### src/core/classic_timer_regs.vh
// register map, field positions and constants for the dual classic counter/timer
`ifndef CLASSIC_TIMER_REGS_VH
`define CLASSIC_TIMER_REGS_VH
`define ADDR_CTRL 8'h88
`define ADDR_MODE 8'h89
`define ADDR_T0_LO 8'h8A
`define ADDR_T1_LO 8'h8B
`define ADDR_T0_HI 8'h8C
`define ADDR_T1_HI 8'h8D
`define ADDR_CLKSRC 8'h8E
`define ADDR_IRQCFG 8'h8F
`define CTRL_TF1 7
`define CTRL_TR1 6
`define CTRL_TF0 5
`define CTRL_TR0 4
`define CTRL_IE1 3
`define CTRL_IT1 2
`define CTRL_IE0 1
`define CTRL_IT0 0
`define MODE_T1_GATE 7
`define MODE_T1_CT 6
`define MODE_T1_M_HI 5
`define MODE_T1_M_LO 4
`define MODE_T0_GATE 3
`define MODE_T0_CT 2
`define MODE_T0_M_HI 1
`define MODE_T0_M_LO 0
`define CLK_T1M 3
`define CLK_T0M 2
`define CLK_SCA_HI 1
`define CLK_SCA_LO 0
`define CFG_POL1 1
`define CFG_POL0 0
`define RESET_BYTE 8'h00
`define M_13BIT 2'b00
`define M_16BIT 2'b01
`define M_RELOAD 2'b10
`define M_SPLIT 2'b11
`define SCA_DIV12 2'b00
`define SCA_DIV4 2'b01
`define SCA_DIV48 2'b10
`define SCA_EXT8 2'b11
`define DIV12_LAST 6'd11
`define DIV4_LAST 6'd3
`define DIV48_LAST 6'd47
`define EXT8_LAST 3'd7
`define CNT_ZERO6 6'd0
`define CNT_ZERO3 3'd0
`define LO5_MAX 5'h1F
`define BYTE_MAX 8'hFF
`define HI_BITS_KEEP 3'h0
`endif

### src/core/classic_timer.v
// dual classic counter/timer with avalon-mm register slave
//
// The Avalon-MM interface to the registers was decided locally.
`timescale 1ns/1ps
`include "classic_timer_regs.vh"
module classic_timer (
	input wire mclk_i,
	input wire nrst_i,
	input wire [7:0] address_i,
	input wire read_i,
	input wire write_i,
	input wire [31:0] writedata_i,
	input wire [3:0] byteenable_i,
	output reg [31:0] readdata_o,
	output wire waitrequest_o,
	input wire timer_zero_count_pin_i,
	input wire timer_one_count_pin_i,
	input wire ext_irq_zero_input_i,
	input wire ext_irq_one_input_i,
	input wire ext_clk_i,
	input wire vector_timer_zero_i,
	input wire vector_timer_one_i,
	input wire vector_irq_zero_i,
	input wire vector_irq_one_i,
	output wire timer_zero_irq_o,
	output wire timer_one_irq_o,
	output wire ext_irq_zero_o,
	output wire ext_irq_one_o,
	output reg timer_one_overflow_o
);
	reg [7:0] ctrl_q;
	reg [7:0] mode_q;
	reg [7:0] clksrc_q;
	reg [7:0] irqcfg_q;
	reg [7:0] t0_lo_q;
	reg [7:0] t0_hi_q;
	reg [7:0] t1_lo_q;
	reg [7:0] t1_hi_q;
	reg ack_q;
	reg [5:0] pre_cnt_q;
	reg [2:0] ext_cnt_q;
	reg pre_tick;
	wire wr_en;
	wire rd_en;
	wire [1:0] sca;
	wire [1:0] m0;
	wire [1:0] m1;
	wire split;
	wire ext_rise;
	wire t0_fall;
	wire t1_fall;
	wire g0_act;
	wire g1_act;
	wire g0_edge;
	wire g1_edge;
	wire g0_lvl;
	wire g1_lvl;
	wire g0_rise;
	wire g0_fall;
	wire g1_rise;
	wire g1_fall;
	wire t0_clk_tick;
	wire t1_clk_tick;
	wire t0_inc;
	wire t1_inc;
	wire th0_inc;
	reg [7:0] t0_lo_d;
	reg [7:0] t0_hi_d;
	reg [7:0] t1_lo_d;
	reg [7:0] t1_hi_d;
	reg t0_ovf;
	reg t1_ovf;
	reg th0_ovf;

	// one wait state per access; answered in the second cycle of the request
	assign wr_en = write_i & ack_q & byteenable_i[0];
	assign rd_en = read_i & ~ack_q;
	assign waitrequest_o = (read_i | write_i) & ~ack_q;

	assign sca = clksrc_q[`CLK_SCA_HI:`CLK_SCA_LO];
	assign m0 = mode_q[`MODE_T0_M_HI:`MODE_T0_M_LO];
	assign m1 = mode_q[`MODE_T1_M_HI:`MODE_T1_M_LO];
	assign split = (m0 == `M_SPLIT);

	// external clock: synchronised, rising edges feed the divide-by-eight count
	edge_sync #(
		.RST_LVL(1'b0)
	) ext_clk_sync (
		.mclk_i(mclk_i),
		.nrst_i(nrst_i),
		.pin_i(ext_clk_i),
		.level_o(),
		.fall_o(),
		.rise_o(ext_rise)
	);

	// prescaler: sysclk divided by 12, 4 or 48, or synced external divided by 8
	always @* begin
		case (sca)
			`SCA_EXT8: pre_tick = ext_rise && (ext_cnt_q == `EXT8_LAST);
			`SCA_DIV4: pre_tick = (pre_cnt_q >= `DIV4_LAST);
			`SCA_DIV48: pre_tick = (pre_cnt_q >= `DIV48_LAST);
			`SCA_DIV12: pre_tick = (pre_cnt_q >= `DIV12_LAST);
			default: pre_tick = 1'b0;
		endcase
	end

	// timer zero count pin; idles high, so history resets high
	edge_sync #(
		.RST_LVL(1'b1)
	) t0_pin_sync (
		.mclk_i(mclk_i),
		.nrst_i(nrst_i),
		.pin_i(timer_zero_count_pin_i),
		.level_o(),
		.fall_o(t0_fall),
		.rise_o()
	);

	// timer one count pin; idles high, so history resets high
	edge_sync #(
		.RST_LVL(1'b1)
	) t1_pin_sync (
		.mclk_i(mclk_i),
		.nrst_i(nrst_i),
		.pin_i(timer_one_count_pin_i),
		.level_o(),
		.fall_o(t1_fall),
		.rise_o()
	);

	// gate and external irq input zero
	edge_sync #(
		.RST_LVL(1'b0)
	) g0_sync (
		.mclk_i(mclk_i),
		.nrst_i(nrst_i),
		.pin_i(ext_irq_zero_input_i),
		.level_o(g0_lvl),
		.fall_o(g0_fall),
		.rise_o(g0_rise)
	);

	// gate and external irq input one
	edge_sync #(
		.RST_LVL(1'b0)
	) g1_sync (
		.mclk_i(mclk_i),
		.nrst_i(nrst_i),
		.pin_i(ext_irq_one_input_i),
		.level_o(g1_lvl),
		.fall_o(g1_fall),
		.rise_o(g1_rise)
	);

	// gate level and active-going edge judged against the polarity bit
	assign g0_act = (g0_lvl == irqcfg_q[`CFG_POL0]);
	assign g1_act = (g1_lvl == irqcfg_q[`CFG_POL1]);
	assign g0_edge = irqcfg_q[`CFG_POL0] ? g0_rise : g0_fall;
	assign g1_edge = irqcfg_q[`CFG_POL1] ? g1_rise : g1_fall;

	// timer clock choice when not counting pin edges
	assign t0_clk_tick = clksrc_q[`CLK_T0M] ? 1'b1 : pre_tick;
	assign t1_clk_tick = clksrc_q[`CLK_T1M] ? 1'b1 : pre_tick;

	// run enables; timer one ignores its run bit and pin while zero is split
	assign t0_inc = ctrl_q[`CTRL_TR0] & (~mode_q[`MODE_T0_GATE] | g0_act) &
		(mode_q[`MODE_T0_CT] ? t0_fall : t0_clk_tick);
	assign th0_inc = split & ctrl_q[`CTRL_TR1] & t0_clk_tick;
	assign t1_inc = (m1 != `M_SPLIT) & (split ? t1_clk_tick :
		(ctrl_q[`CTRL_TR1] & (~mode_q[`MODE_T1_GATE] | g1_act) &
		(mode_q[`MODE_T1_CT] ? t1_fall : t1_clk_tick)));

	// timer zero counting per mode
	always @* begin
		t0_lo_d = t0_lo_q;
		t0_hi_d = t0_hi_q;
		t0_ovf = 1'b0;
		th0_ovf = 1'b0;
		if (t0_inc) begin
			case (m0)
				`M_13BIT: begin
					t0_lo_d = {`HI_BITS_KEEP, t0_lo_q[4:0] + 5'd1};
					if (t0_lo_q[4:0] == `LO5_MAX) begin
						t0_hi_d = t0_hi_q + 8'd1;
						t0_ovf = (t0_hi_q == `BYTE_MAX);
					end
				end
				`M_16BIT: begin
					t0_lo_d = t0_lo_q + 8'd1;
					if (t0_lo_q == `BYTE_MAX) begin
						t0_hi_d = t0_hi_q + 8'd1;
						t0_ovf = (t0_hi_q == `BYTE_MAX);
					end
				end
				`M_RELOAD: begin
					t0_lo_d = (t0_lo_q == `BYTE_MAX) ? t0_hi_q : t0_lo_q + 8'd1;
					t0_ovf = (t0_lo_q == `BYTE_MAX);
				end
				default: begin
					t0_lo_d = t0_lo_q + 8'd1;
					t0_ovf = (t0_lo_q == `BYTE_MAX);
				end
			endcase
		end
		if (th0_inc) begin
			t0_hi_d = t0_hi_q + 8'd1;
			th0_ovf = (t0_hi_q == `BYTE_MAX);
		end
	end

	// timer one counting, same first three modes as timer zero; mode three holds it
	always @* begin
		t1_lo_d = t1_lo_q;
		t1_hi_d = t1_hi_q;
		t1_ovf = 1'b0;
		if (t1_inc) begin
			case (m1)
				`M_13BIT: begin
					t1_lo_d = {`HI_BITS_KEEP, t1_lo_q[4:0] + 5'd1};
					if (t1_lo_q[4:0] == `LO5_MAX) begin
						t1_hi_d = t1_hi_q + 8'd1;
						t1_ovf = (t1_hi_q == `BYTE_MAX);
					end
				end
				`M_16BIT: begin
					t1_lo_d = t1_lo_q + 8'd1;
					if (t1_lo_q == `BYTE_MAX) begin
						t1_hi_d = t1_hi_q + 8'd1;
						t1_ovf = (t1_hi_q == `BYTE_MAX);
					end
				end
				`M_RELOAD: begin
					t1_lo_d = (t1_lo_q == `BYTE_MAX) ? t1_hi_q : t1_lo_q + 8'd1;
					t1_ovf = (t1_lo_q == `BYTE_MAX);
				end
				default: begin
					t1_ovf = 1'b0;
				end
			endcase
		end
	end

	// system clock prescaler, held at zero while the external source is chosen
	always @(posedge mclk_i) begin
		if (!nrst_i)
			pre_cnt_q <= `CNT_ZERO6;
		else if (sca == `SCA_EXT8 || pre_tick)
			pre_cnt_q <= `CNT_ZERO6;
		else
			pre_cnt_q <= pre_cnt_q + 6'd1;
	end

	// external clock rising edges, wrapping every eighth
	always @(posedge mclk_i) begin
		if (!nrst_i)
			ext_cnt_q <= `CNT_ZERO3;
		else if (ext_rise)
			ext_cnt_q <= ext_cnt_q + 3'd1;
	end

	// bus answer: high in the second cycle of every request
	always @(posedge mclk_i) begin
		if (!nrst_i)
			ack_q <= 1'b0;
		else
			ack_q <= (read_i | write_i) & ~ack_q;
	end

	// registers: software writes, hardware counts, flags with set over clear
	always @(posedge mclk_i) begin
		if (!nrst_i) begin
			ctrl_q <= `RESET_BYTE;
			mode_q <= `RESET_BYTE;
			clksrc_q <= `RESET_BYTE;
			irqcfg_q <= `RESET_BYTE;
			t0_lo_q <= `RESET_BYTE;
			t0_hi_q <= `RESET_BYTE;
			t1_lo_q <= `RESET_BYTE;
			t1_hi_q <= `RESET_BYTE;
			timer_one_overflow_o <= 1'b0;
		end else begin
			t0_lo_q <= t0_lo_d;
			t0_hi_q <= t0_hi_d;
			t1_lo_q <= t1_lo_d;
			t1_hi_q <= t1_hi_d;
			timer_one_overflow_o <= t1_ovf;
			if (wr_en) begin
				case (address_i)
					`ADDR_CTRL: ctrl_q <= writedata_i[7:0];
					`ADDR_MODE: mode_q <= writedata_i[7:0];
					`ADDR_CLKSRC: clksrc_q <= writedata_i[7:0];
					`ADDR_IRQCFG: irqcfg_q <= writedata_i[7:0];
					`ADDR_T0_LO: t0_lo_q <= writedata_i[7:0];
					`ADDR_T0_HI: t0_hi_q <= writedata_i[7:0];
					`ADDR_T1_LO: t1_lo_q <= writedata_i[7:0];
					`ADDR_T1_HI: t1_hi_q <= writedata_i[7:0];
					default: ctrl_q <= ctrl_q;
				endcase
			end
			// vectoring clears overflow and edge irq flags
			if (vector_timer_zero_i)
				ctrl_q[`CTRL_TF0] <= 1'b0;
			if (vector_timer_one_i)
				ctrl_q[`CTRL_TF1] <= 1'b0;
			if (vector_irq_zero_i && ctrl_q[`CTRL_IT0])
				ctrl_q[`CTRL_IE0] <= 1'b0;
			if (vector_irq_one_i && ctrl_q[`CTRL_IT1])
				ctrl_q[`CTRL_IE1] <= 1'b0;
			// hardware sets win over any clear in the same cycle
			if (t0_ovf)
				ctrl_q[`CTRL_TF0] <= 1'b1;
			if (th0_ovf || (t1_ovf && !split))
				ctrl_q[`CTRL_TF1] <= 1'b1;
			if (ctrl_q[`CTRL_IT0] ? g0_edge : 1'b1)
				ctrl_q[`CTRL_IE0] <= ctrl_q[`CTRL_IT0] | g0_act;
			if (ctrl_q[`CTRL_IT1] ? g1_edge : 1'b1)
				ctrl_q[`CTRL_IE1] <= ctrl_q[`CTRL_IT1] | g1_act;
		end
	end

	// read data captured on the wait-state cycle, held at the answer edge
	always @(posedge mclk_i) begin
		if (!nrst_i) begin
			readdata_o <= 32'h00000000;
		end else if (rd_en) begin
			case (address_i)
				`ADDR_CTRL: readdata_o <= {24'h000000, ctrl_q};
				`ADDR_MODE: readdata_o <= {24'h000000, mode_q};
				`ADDR_CLKSRC: readdata_o <= {24'h000000, clksrc_q};
				`ADDR_IRQCFG: readdata_o <= {24'h000000, irqcfg_q};
				`ADDR_T0_LO: readdata_o <= {24'h000000, t0_lo_q};
				`ADDR_T0_HI: readdata_o <= {24'h000000, t0_hi_q};
				`ADDR_T1_LO: readdata_o <= {24'h000000, t1_lo_q};
				`ADDR_T1_HI: readdata_o <= {24'h000000, t1_hi_q};
				default: readdata_o <= 32'h00000000;
			endcase
		end
	end

	assign timer_zero_irq_o = ctrl_q[`CTRL_TF0];
	assign timer_one_irq_o = ctrl_q[`CTRL_TF1];
	assign ext_irq_zero_o = ctrl_q[`CTRL_IE0];
	assign ext_irq_one_o = ctrl_q[`CTRL_IE1];
endmodule // classic_timer

// two-flop synchroniser with one stage of history for edge detection
module edge_sync #(
	parameter RST_LVL = 1'b0
) (
	input wire mclk_i,
	input wire nrst_i,
	input wire pin_i,
	output wire level_o,
	output wire fall_o,
	output wire rise_o
);
	reg meta_q;
	reg sync_q;
	reg prev_q;

	// all stages reset to the pin's idle level so no false edge follows reset
	always @(posedge mclk_i) begin
		if (!nrst_i) begin
			meta_q <= RST_LVL;
			sync_q <= RST_LVL;
			prev_q <= RST_LVL;
		end else begin
			meta_q <= pin_i;
			sync_q <= meta_q;
			prev_q <= sync_q;
		end
	end

	// only the second stage and its history are read; the first may be metastable
	assign level_o = sync_q;
	assign fall_o = prev_q & ~sync_q;
	assign rise_o = sync_q & ~prev_q;
endmodule // edge_sync

### config.mk
export PLATFORM = sky130hd
export DESIGN_NAME = classic_timer
export DESIGN_NICKNAME = d
export VERILOG_FILES = /design/src/core/classic_timer.v
export VERILOG_INCLUDE_DIRS = /design/src /design/src/core
export SDC_FILE = /design/constraint.sdc
export NUM_CORES = 1
export LEC_CHECK = 0
export ABC_AREA = 1
export BUFFER_PORTS_ARGS = -buffer_cell sky130_fd_sc_hd__buf_4
export CAP_MARGIN = 30
export CORE_AREA = 2 2 91 181
export CTS_BUF_LIST = sky130_fd_sc_hd__clkbuf_4 sky130_fd_sc_hd__clkbuf_8
export DETAILED_ROUTE_END_ITERATION = 8
export DIE_AREA = 0 0 93 183
export PLACE_DENSITY_LB_ADDON = 0.2
export RECOVER_POWER = 25
export SLEW_MARGIN = 5
export SYNTH_ARGS = -nofsm -noshare
export SYNTH_HDL_FRONTEND = slang
export SYNTH_HIERARCHICAL = 1
export SYNTH_SLANG_ARGS = --single-unit
export TNS_END_PERCENT = 10
### constraint.sdc
create_clock -name mclk_i -period 4.1 [get_ports mclk_i]
set_input_delay 0.205 -clock mclk_i [delete_from_list [all_inputs] [get_ports mclk_i]]
set_output_delay 0.205 -clock mclk_i [all_outputs]
set_load 0.005 [all_outputs]
==> results.py, run 1 <==
metrics = {
    "drt": {
        "drt_iter0_markers": 503,
        "antenna_violating_nets_post_route": 0,
        "drt_pass1_iterations": 6,
        "drc": 0,
        "detail_route.vias_per_cell": 5.17,
        "drt-wirelength-per-cell_um": 15.0,
        "drt-total-wl_um": 18500,
        "routed-via-count": 6365,
    },
    "pwr": {
        "power_switching_share_pct": 29.0,
        "cell_internal_pwr_uw": 1260,
        "ir_worst_vdd_mv": 0.181,
        "share_comb_of_total_power_pct": 6.9,
        "powerDensity_nw_per_um2": 257,
        "sequentialPowerShare_pct": 54.7,
        "power_leakage_uw": 0.00308,
        "p_total_uw": 1780,
        "power.share.clock_pct": 38.4,
        "power.net_switching_uw": 515,
    },
    "worst_hold_path": {
        "worstHoldPathType": "input port to flip-flop",
    },
    "global_routing": {
        "globalRouteTotalUtil_pct": 21.8,
        "antenna_found_initial": 0,
        "grt_pass1_vias": 5850,
        "global_route.overflow_total": 0,
        "first_pass_grt_wire_length_um": 29700,
        "grt_max_degree": 74,
    },
    "sta": {
        "tns_ps": 0,
        "setup_repair_after_global_routing_missed_its_margin": "no",
        "timing.max_slew.rel_slack_pct": 47.0,
        "fin_crit_sh_pct": 56.7,
        "worst_pin_slew_ps": 795,
        "fmaxAchievable_mhz": 430,
        "fin_ws_ps": 1780,
        "number_of_hold_slack_violations_in_the_final_timing_report": 0,
        "report.final.slew_viol_count": 0,
        "setup_violations": 0,
        "layout_min_cycle_time_ps": 2320,
        "worst_case_clock_skew_ps": 14.9,
    },
    "status": {
        "outcome": "completed",
    },
    "placement": {
        "io_buffers": 43,
        "place.detailed.hpwl_um": 13500,
        "dpl_worst_slack_ps": 1830,
        "globalplace.congestion": 0.923,
    },
    "critical_path": {
        "timing.critical_path.required_ps": 4410,
        "startpoint_type": "flip-flop",
        "timing.critical_path.arrival_ps": 2630,
        "path_max_fanout": 15,
        "timing.setup.critical_path_class": "flip-flop to flip-flop",
        "kind_of_end_point_of_the_critical_path": "flip-flop",
    },
    "final_layout": {
        "regArea_um2": 1960,
        "finish.utilization_pct": 44.2,
        "multi_input_comb_area_um2": 3560,
        "area_growth_pct": 9.09,
        "post_route_cells_drive_above_1_share_pct": 10.3,
        "n_fill_cell": 1681,
        "nNetsFinal": 1092,
        "num_antenna_cells": 0,
    },
    "cts": {
        "ctsHtreeMaxLevel": 3,
        "post_cts_resized": 0,
        "insertion_delay_ps": 400,
        "cts.root.buffer_cell": "clkbuf_8",
        "tritoncts": "built",
        "post-cts-setup-buffer-count": 0,
        "cts.sink_count": 98,
        "clk_path_buf_depth": 2,
        "cts_inserted_buffers": 9,
        "count_of_hold_fix_buffers_inserted_at_cts": 5,
        "clk_transition_reported_paths_ps": 120,
    },
    "synthesis": {
        "post_synth.cell_area_avg_um2": 6.36,
        "mappedNetlistArea_um2": 6330,
        "netlist_instances": 995,
        "ys.warnings.count": 6,
    },
    "die": {
        "die_span_in_x_um": 93,
        "top_ports": 95,
        "rows": 65,
        "placeableCoreArea_um2": 15600,
        "start_util_pct": 40.6,
        "fp.dieArea_um2": 17000,
        "die_height_um": 183,
    },
    "flow_run": {
        "drv.max_cap_violation_count": 0,
    },
}
[final timing paths]
| path | start | endpoint | slack, ps | depth (start not counted) |
|---|---|---|---|---|
| setup / recovery | mode_q[1] | t1_lo_q[2] | 1780 | 9 |
| hold / removal | read_i | ack_q | 90 | 3 |
| setup reg to reg | mode_q[1] | t1_lo_q[2] | 1780 | 9 |
| hold reg to reg | t1_pin_sync/meta_q | t1_pin_sync/level_o | 420 | 2 |
[power by group through the flow]
stage               sequential [uW]  combinational [uW]  clock, uW
finish                          972                 123        682
global route                    975                 137        733
CTS                             973                 123        699
detailed placement              994                 119          0
global placement                994                 117          0
floorplan                       993                78.7          0
[sequential cells by signal, summed over array words and instances, names as in the netlist, 3 cells and up]
register,flops
clksrc_q,8
ctrl_q,8
ext_cnt_q,3
irqcfg_q,8
mode_q,8
pre_cnt_q,6
readdata_o,8
t0_hi_q,8
t0_lo_q,8
t1_hi_q,8
t1_lo_q,8
[cell type report]
cell class	instances	area share, %
clock buffers	9	1.79
clock inverters	7	1.39
inverters	144	7.82
multi-input cells	724	51.5
flip-flops and latches	98	28.4
well taps	201	3.64
repair buffers	48	5.40
[critical path, stage by stage (launching register included)]
cell and delay (ps):
dfxtp_1 680, nand2_1 300, a21oi_1 190, nand3_1 190
nand2_2 300, inv_2 200, o21ai_0 180, nand3_1 90
nand2_1 70, inv_1 40
[per-layer routing]
layer	vias to the layer above	global-route usage, %	share of wire [%]	wire length, um
li1	3224	-	-	-
met1	2915	28.7	44	8170
met2	196	36.6	48	8800
met3	30	2.26	4.8	894
met4	0	8.35	3.3	611
met5	-	0	0	0
[placed cells by master (no fill, tap or decap), types with 14 or more instances in the layout]
cell / n
xor2_1: 14
dfxtp_1: 98
o22ai_1: 15
o21ai_0: 102
nand2_1: 241
nor2_1: 77
nand3_1: 68
inv_1: 133
a21oi_1: 96
conb_1: 24
buf_4: 29
clkbuf_4: 14
[stage by stage]
step / instance area [um2] / instances / hold slack, ps
final: 6910 / 1231 / 94.1
after global routing: 6910 / 1231 / 124
after CTS: 6910 / 1231 / 89.6
after detailed placement: 6640 / 1210 / 384
after global placement: 6640 / 1210 / 375
after floorplan: 6420 / 1018 / 274
Note: power is estimated with default switching activity, not from simulation.
==> run 2: changes to the inputs <==
clock period = 2.1 ns   (was 4.1 ns; I/O delays follow)
==> run 2 against run 1 <==
Effect of this change: clock skew up 2.8 ps; clock power rose by 89%; register-to-register slack worse by 1600 ps; hold slack worse by 51 ps; final cell count up 3.5%; global-route usage is 0.48 points higher; largest cell class unchanged.
==> results.py, run 2 (synthesized netlist as in run 1, its figures left out) <==
metrics = {
    "status": {
        "outcome": "completed",
    },
    "sta": {
        "report.final.slew_viol_count": 0,
        "number_of_hold_slack_violations_in_the_final_timing_report": 0,
        "worst_pin_slew_ps": 1260,
        "fmaxAchievable_mhz": 524,
        "timing.max_slew.rel_slack_pct": 16.2,
        "worst_case_clock_skew_ps": 17.6,
        "whs_ps": 43.5,
        "fin_crit_sh_pct": 90.9,
        "setup_violations": 0,
        "layout_min_cycle_time_ps": 1910,
    },
    "pwr": {
        "ir_worst_vdd_mv": 0.411,
        "powerDensity_nw_per_um2": 475,
        "power_leakage_uw": 0.00329,
    },
    "final_layout": {
        "n_fill_cell": 1689,
        "layout.cells.most_common_list": "nand2_1 (241), inv_1 (133), o21ai_0 (99)",
        "num_antenna_cells": 0,
        "post_route_cells_drive_above_1_share_pct": 13.7,
        "regArea_um2": 1960,
        "most_frequent_standard_cell_in_the_layout_excluding_fill_and_tap_cells": "nand2_1",
        "area_growth_pct": 14.5,
        "nNetsFinal": 1135,
        "multi_input_comb_area_um2": 3580,
        "final_cell_area_um2": 7250,
    },
    "global_routing": {
        "globalRouteTotalUtil_pct": 22.3,
        "antenna_found_initial": 0,
        "first_pass_grt_wire_length_um": 30400,
        "grt_pass1_vias": 6106,
        "global_route.overflow_total": 0,
        "grt_max_degree": 32,
    },
    "drt": {
        "drt_pass1_iterations": 5,
        "antenna_violating_nets_post_route": 0,
        "drt-total-wl_um": 18400,
        "detail_route.vias_per_cell": 5.04,
        "drt-wirelength-per-cell_um": 14.4,
        "drc": 0,
        "routed-via-count": 6421,
        "drt_iter0_markers": 427,
    },
    "cts": {
        "insertion_delay_ps": 400,
        "clk_path_buf_depth": 2,
        "ctsHtreeMaxLevel": 3,
        "cts.root.buffer_cell": "clkbuf_8",
        "tritoncts": "built",
        "clk_transition_reported_paths_ps": 120,
        "cts.sink_count": 98,
        "cts_inserted_buffers": 9,
    },
    "critical_path": {
        "startpoint_type": "flip-flop",
        "path_max_fanout": 15,
        "timing.critical_path.required_ps": 2390,
        "crit_family": "simple AND/OR/NAND/NOR gates",
        "kind_of_end_point_of_the_critical_path": "flip-flop",
        "critical_path.cell_chain": "ha_1, ha_1, nand2_1, nor2_1, a21oi_4, nand3_2, nand2_2, inv_2, o21ai_1, nand3_1, nand2_1, inv_1",
        "cpPeakStageDelay_ps": 340,
        "timing.critical_path.arrival_ps": 2200,
        "timing.setup.critical_path_class": "flip-flop to flip-flop",
        "critical_path.slowest_cell": "dfxtp_1",
        "cp_num_buf_inv": 2,
    },
    "die": {
        "top_ports": 95,
        "start_util_pct": 40.6,
        "rows": 65,
        "die_height_um": 183,
        "die_span_in_x_um": 93,
        "placeableCoreArea_um2": 15600,
        "fp.dieArea_um2": 17000,
    },
    "placement": {
        "postPlaceCellArea_um2": 6890,
        "io_buffers": 43,
        "globalplace.congestion": 0.918,
        "place.detailed.hpwl_um": 14000,
    },
    "flow_run": {
        "drv.max_cap_violation_count": 0,
    },
    "worst_hold_path": {
        "worstHoldPathType": "input port to flip-flop",
    },
}
-- run 2: per-layer routing --
| metal | vias to the layer above | global-route usage, % | share of wire (%) |
|---|---|---|---|
| met5 | - | 0 | 0 |
| met1 | 2900 | 29.3 | 45 |
| met2 | 173 | 36.9 | 48 |
| met4 | 0 | 8.12 | 2.6 |
| li1 | 3314 | - | - |
| met3 | 34 | 3.29 | 4.5 |
-- run 2: cell type report --
type                            instances  area share, %
Clock buffer                            9           1.71
Timing Repair Buffer                   91           9.85
Clock inverter                          7           1.12
Inverter                              144           7.45
Tap cell                              201           3.47
Multi-Input combinational cell        724           49.3
Sequential cell                        98           27.1
-- run 2: worst paths after layout --
kind / start / to / slack [ps] / cells past startpoint
worst max register to register: ext_cnt_q[0] / t1_hi_q[2] / 190 / 12
worst min register to register: t0_pin_sync/meta_q / t0_pin_sync/level_o / 420 / 2
worst min-delay path: writedata_i[0] / t0_lo_q[0] / 40 / 3
worst max-delay path: ext_cnt_q[0] / t1_hi_q[2] / 190 / 12
-- run 2: power by group --
part / internal (uW) / switching [uW]
logic: 99.0 / 157
registers: 1880 / 16.4
clock network: 476 / 810
total: 2460 / 983
-- run 2: worst min-delay path: cells and delay by family --
| family | cells | cell delay (ps) |
|---|---|---|
| buffers and inverters | 1 | 160 |
| and+or+nand+nor | 2 | 150 |
-- run 2: what timing repair did --
item                                    CTS  global route
hold buffers                             12             0
endpoints found under the hold margin    11             0
gates resized for setup                   0            10
setup buffers                             0             3
endpoints found under the setup margin    0            26
-- run 2: metrics by stage --
stage	instances	total power [uW]	setup WS [ps]	TNS, ps	utilization, %
floorplan	1018	2090	383	0	-
finish	1274	3440	191	0	46.4
global placement	1243	2180	141	0	44.1
detailed placement	1243	2180	88.8	0	44.1
CTS	1271	3490	46.8	0	46.2
global route	1274	3590	-3.61	-6.31	46.4
==> run 3: changes to the inputs <==
CELL_PAD_IN_SITES_DETAIL_PLACEMENT = 1   (was default)
CELL_PAD_IN_SITES_GLOBAL_PLACEMENT = 2   (was default)
CORE_AREA = 2 2 108 215   (was 2 2 91 181)
DIE_AREA = 0 0 110 217   (was 0 0 93 183)
==> run 3 against run 2 <==
Effect of this change: die area is 40% higher; wire length is 29% higher; fmax is 0.14% lower; combinational power is 8.2% higher.
==> results.py, run 3 (synthesized netlist as in run 1, its figures left out) <==
metrics = {
    "final_layout": {
        "layout.cells.most_common_list": "nand2_1 (240), inv_1 (133), o21ai_0 (100)",
        "multi_input_comb_area_um2": 3590,
        "area_growth_pct": 18.4,
        "regArea_um2": 1960,
        "post_route_cells_drive_above_1_share_pct": 14.8,
        "most_frequent_standard_cell_in_the_layout_excluding_fill_and_tap_cells": "nand2_1",
        "nNetsFinal": 1150,
        "n_fill_cell": 2903,
        "num_antenna_cells": 0,
    },
    "cts": {
        "cts.root.buffer_cell": "clkbuf_8",
        "ctsHtreeMaxLevel": 3,
        "cts.sink_count": 98,
        "cts_inserted_buffers": 9,
        "tritoncts": "built",
        "insertion_delay_ps": 400,
        "clk_path_buf_depth": 2,
        "clk_transition_reported_paths_ps": 110,
    },
    "worst_hold_path": {
        "whs_path_depth": 4,
        "worstHoldPathType": "input port to flip-flop",
        "min_delay_worst_endpoint": "ctrl_q[5]",
        "worst_hold_startpoint": "vector_timer_zero_i",
    },
    "sta": {
        "fmaxAchievable_mhz": 523,
        "layout_min_cycle_time_ps": 1910,
        "report.final.slew_viol_count": 0,
        "setup_repair_after_global_routing_missed_its_margin": "no",
        "number_of_hold_slack_violations_in_the_final_timing_report": 0,
        "setup_violations": 0,
        "tns_ps": 0,
        "worst_case_clock_skew_ps": 11.6,
        "fin_crit_sh_pct": 91.0,
    },
    "critical_path": {
        "rr_startpoint": "ext_cnt_q[0]",
        "timing.critical_path.arrival_ps": 2270,
        "timing.critical_path.required_ps": 2450,
        "r2r_setup_slack_ps": 190,
        "timing.setup.critical_path_class": "flip-flop to flip-flop",
        "worstReg2RegEnd": "t0_lo_q[3]",
        "startpoint_type": "flip-flop",
        "path_max_fanout": 7,
        "rr_worst_depth": 12,
        "kind_of_end_point_of_the_critical_path": "flip-flop",
    },
    "die": {
        "die_height_um": 217,
        "top_ports": 95,
        "fp.dieArea_um2": 23900,
        "placeableCoreArea_um2": 22300,
        "start_util_pct": 28.3,
        "rows": 78,
        "die_span_in_x_um": 110,
    },
    "placement": {
        "io_buffers": 43,
        "globalplace.congestion": 0.845,
        "place.detailed.hpwl_um": 18300,
    },
    "global_routing": {
        "globalRouteTotalUtil_pct": 20.9,
        "first_pass_grt_wire_length_um": 37500,
        "grt_max_degree": 54,
        "global_route.overflow_total": 0,
        "antenna_found_initial": 0,
        "grt_pass1_vias": 6770,
    },
    "drt": {
        "drt-wirelength-per-cell_um": 17.4,
        "drt_iter0_markers": 262,
        "detail_route.vias_per_cell": 4.81,
        "routed-via-count": 6584,
        "antenna_violating_nets_post_route": 0,
        "drc": 0,
        "drt_pass1_iterations": 4,
        "drt-total-wl_um": 23800,
    },
    "status": {
        "outcome": "completed",
    },
    "pwr": {
        "power_leakage_uw": 0.00338,
        "p_total_uw": 3550,
        "ir_worst_vdd_mv": 0.485,
        "powerDensity_nw_per_um2": 474,
    },
    "flow_run": {
        "drv.max_cap_violation_count": 0,
    },
}
## run 3: cell count changes in the layout (fill, tap and decap cells not counted), moves of 2 or more
cell / delta
buf_12: +2
clkinv_4: -2
buf_4: +16
clkbuf_1: +2
clkinv_8: -2
clkbuf_4: -2
## run 3: repair_timing
action | 4_1_cts | 5_1_grt
endpoints found under the setup margin | 1 | 18
gates resized for setup | 1 | 12
endpoints found under the hold margin | 10 | 0
buffers inserted | 0 | 2
hold buffers | 11 | 0
pin swaps | 0 | 1
## run 3: layout make-up
type | instances | share of cell area (%)
clock buffers | 10 | 1.84
inverters | 144 | 7.24
well taps | 280 | 4.67
multi-input cells | 724 | 47.9
clock inverters | 6 | 0.951
repair buffers | 106 | 11.2
flip-flops and latches | 98 | 26.2
## run 3: metrics by stage
stage	instances	util (%)	hold WS [ps]	worst slack (ps)	cell area, um2
after floorplan	1018	-	174	383	6420
after global routing	1368	33.6	54.3	0.743	7500
final	1368	33.6	37.1	189	7500
after global placement	1339	31.9	276	66.0	7140
after detailed placement	1339	31.9	286	42.0	7140
after CTS	1366	33.4	28.0	86.2	7460
## run 3: worst max-delay path by stage
stage,startpoint,end,depth (start not counted)
after floorplan,t0_lo_q[0],t0_hi_q[6],12
after global placement,ext_cnt_q[0],t1_lo_q[2],12
after detailed placement,ext_cnt_q[0],t1_lo_q[2],12
after CTS,ext_cnt_q[0],t1_lo_q[2],12
after global routing,pre_cnt_q[0],t0_hi_q[4],14
final,ext_cnt_q[0],t0_lo_q[3],12
## run 3: power breakdown
group	internal [uW]	switching [uW]
Combinational	103	174
Sequential	1880	17.5
Clock	599	779
Total	2580	970
## run 3: worst max-delay path, stage by stage, from the launching register on
cell and delay [ps]:
dfxtp_1 340, ha_1 200, ha_1 180, nand2_1 80, nor2_1 70, a21oi_4 210
nand4_4 170, nand2_4 170, buf_4 160, nand2_1 60, nand3_1 90, nand2_1 50
nor2_1 80
## run 3: per-layer routing
| layer | track usage [%] | vias to the layer above | wire, um | part of all wire [%] |
|---|---|---|---|---|
| li1 | - | 3345 | - | - |
| met1 | 26.5 | 3118 | 10700 | 45 |
| met2 | 35.9 | 97 | 11800 | 50 |
| met3 | 1.77 | 24 | 634 | 2.7 |
| met4 | 7.97 | 0 | 602 | 2.5 |
| met5 | 0 | - | 0 | 0 |
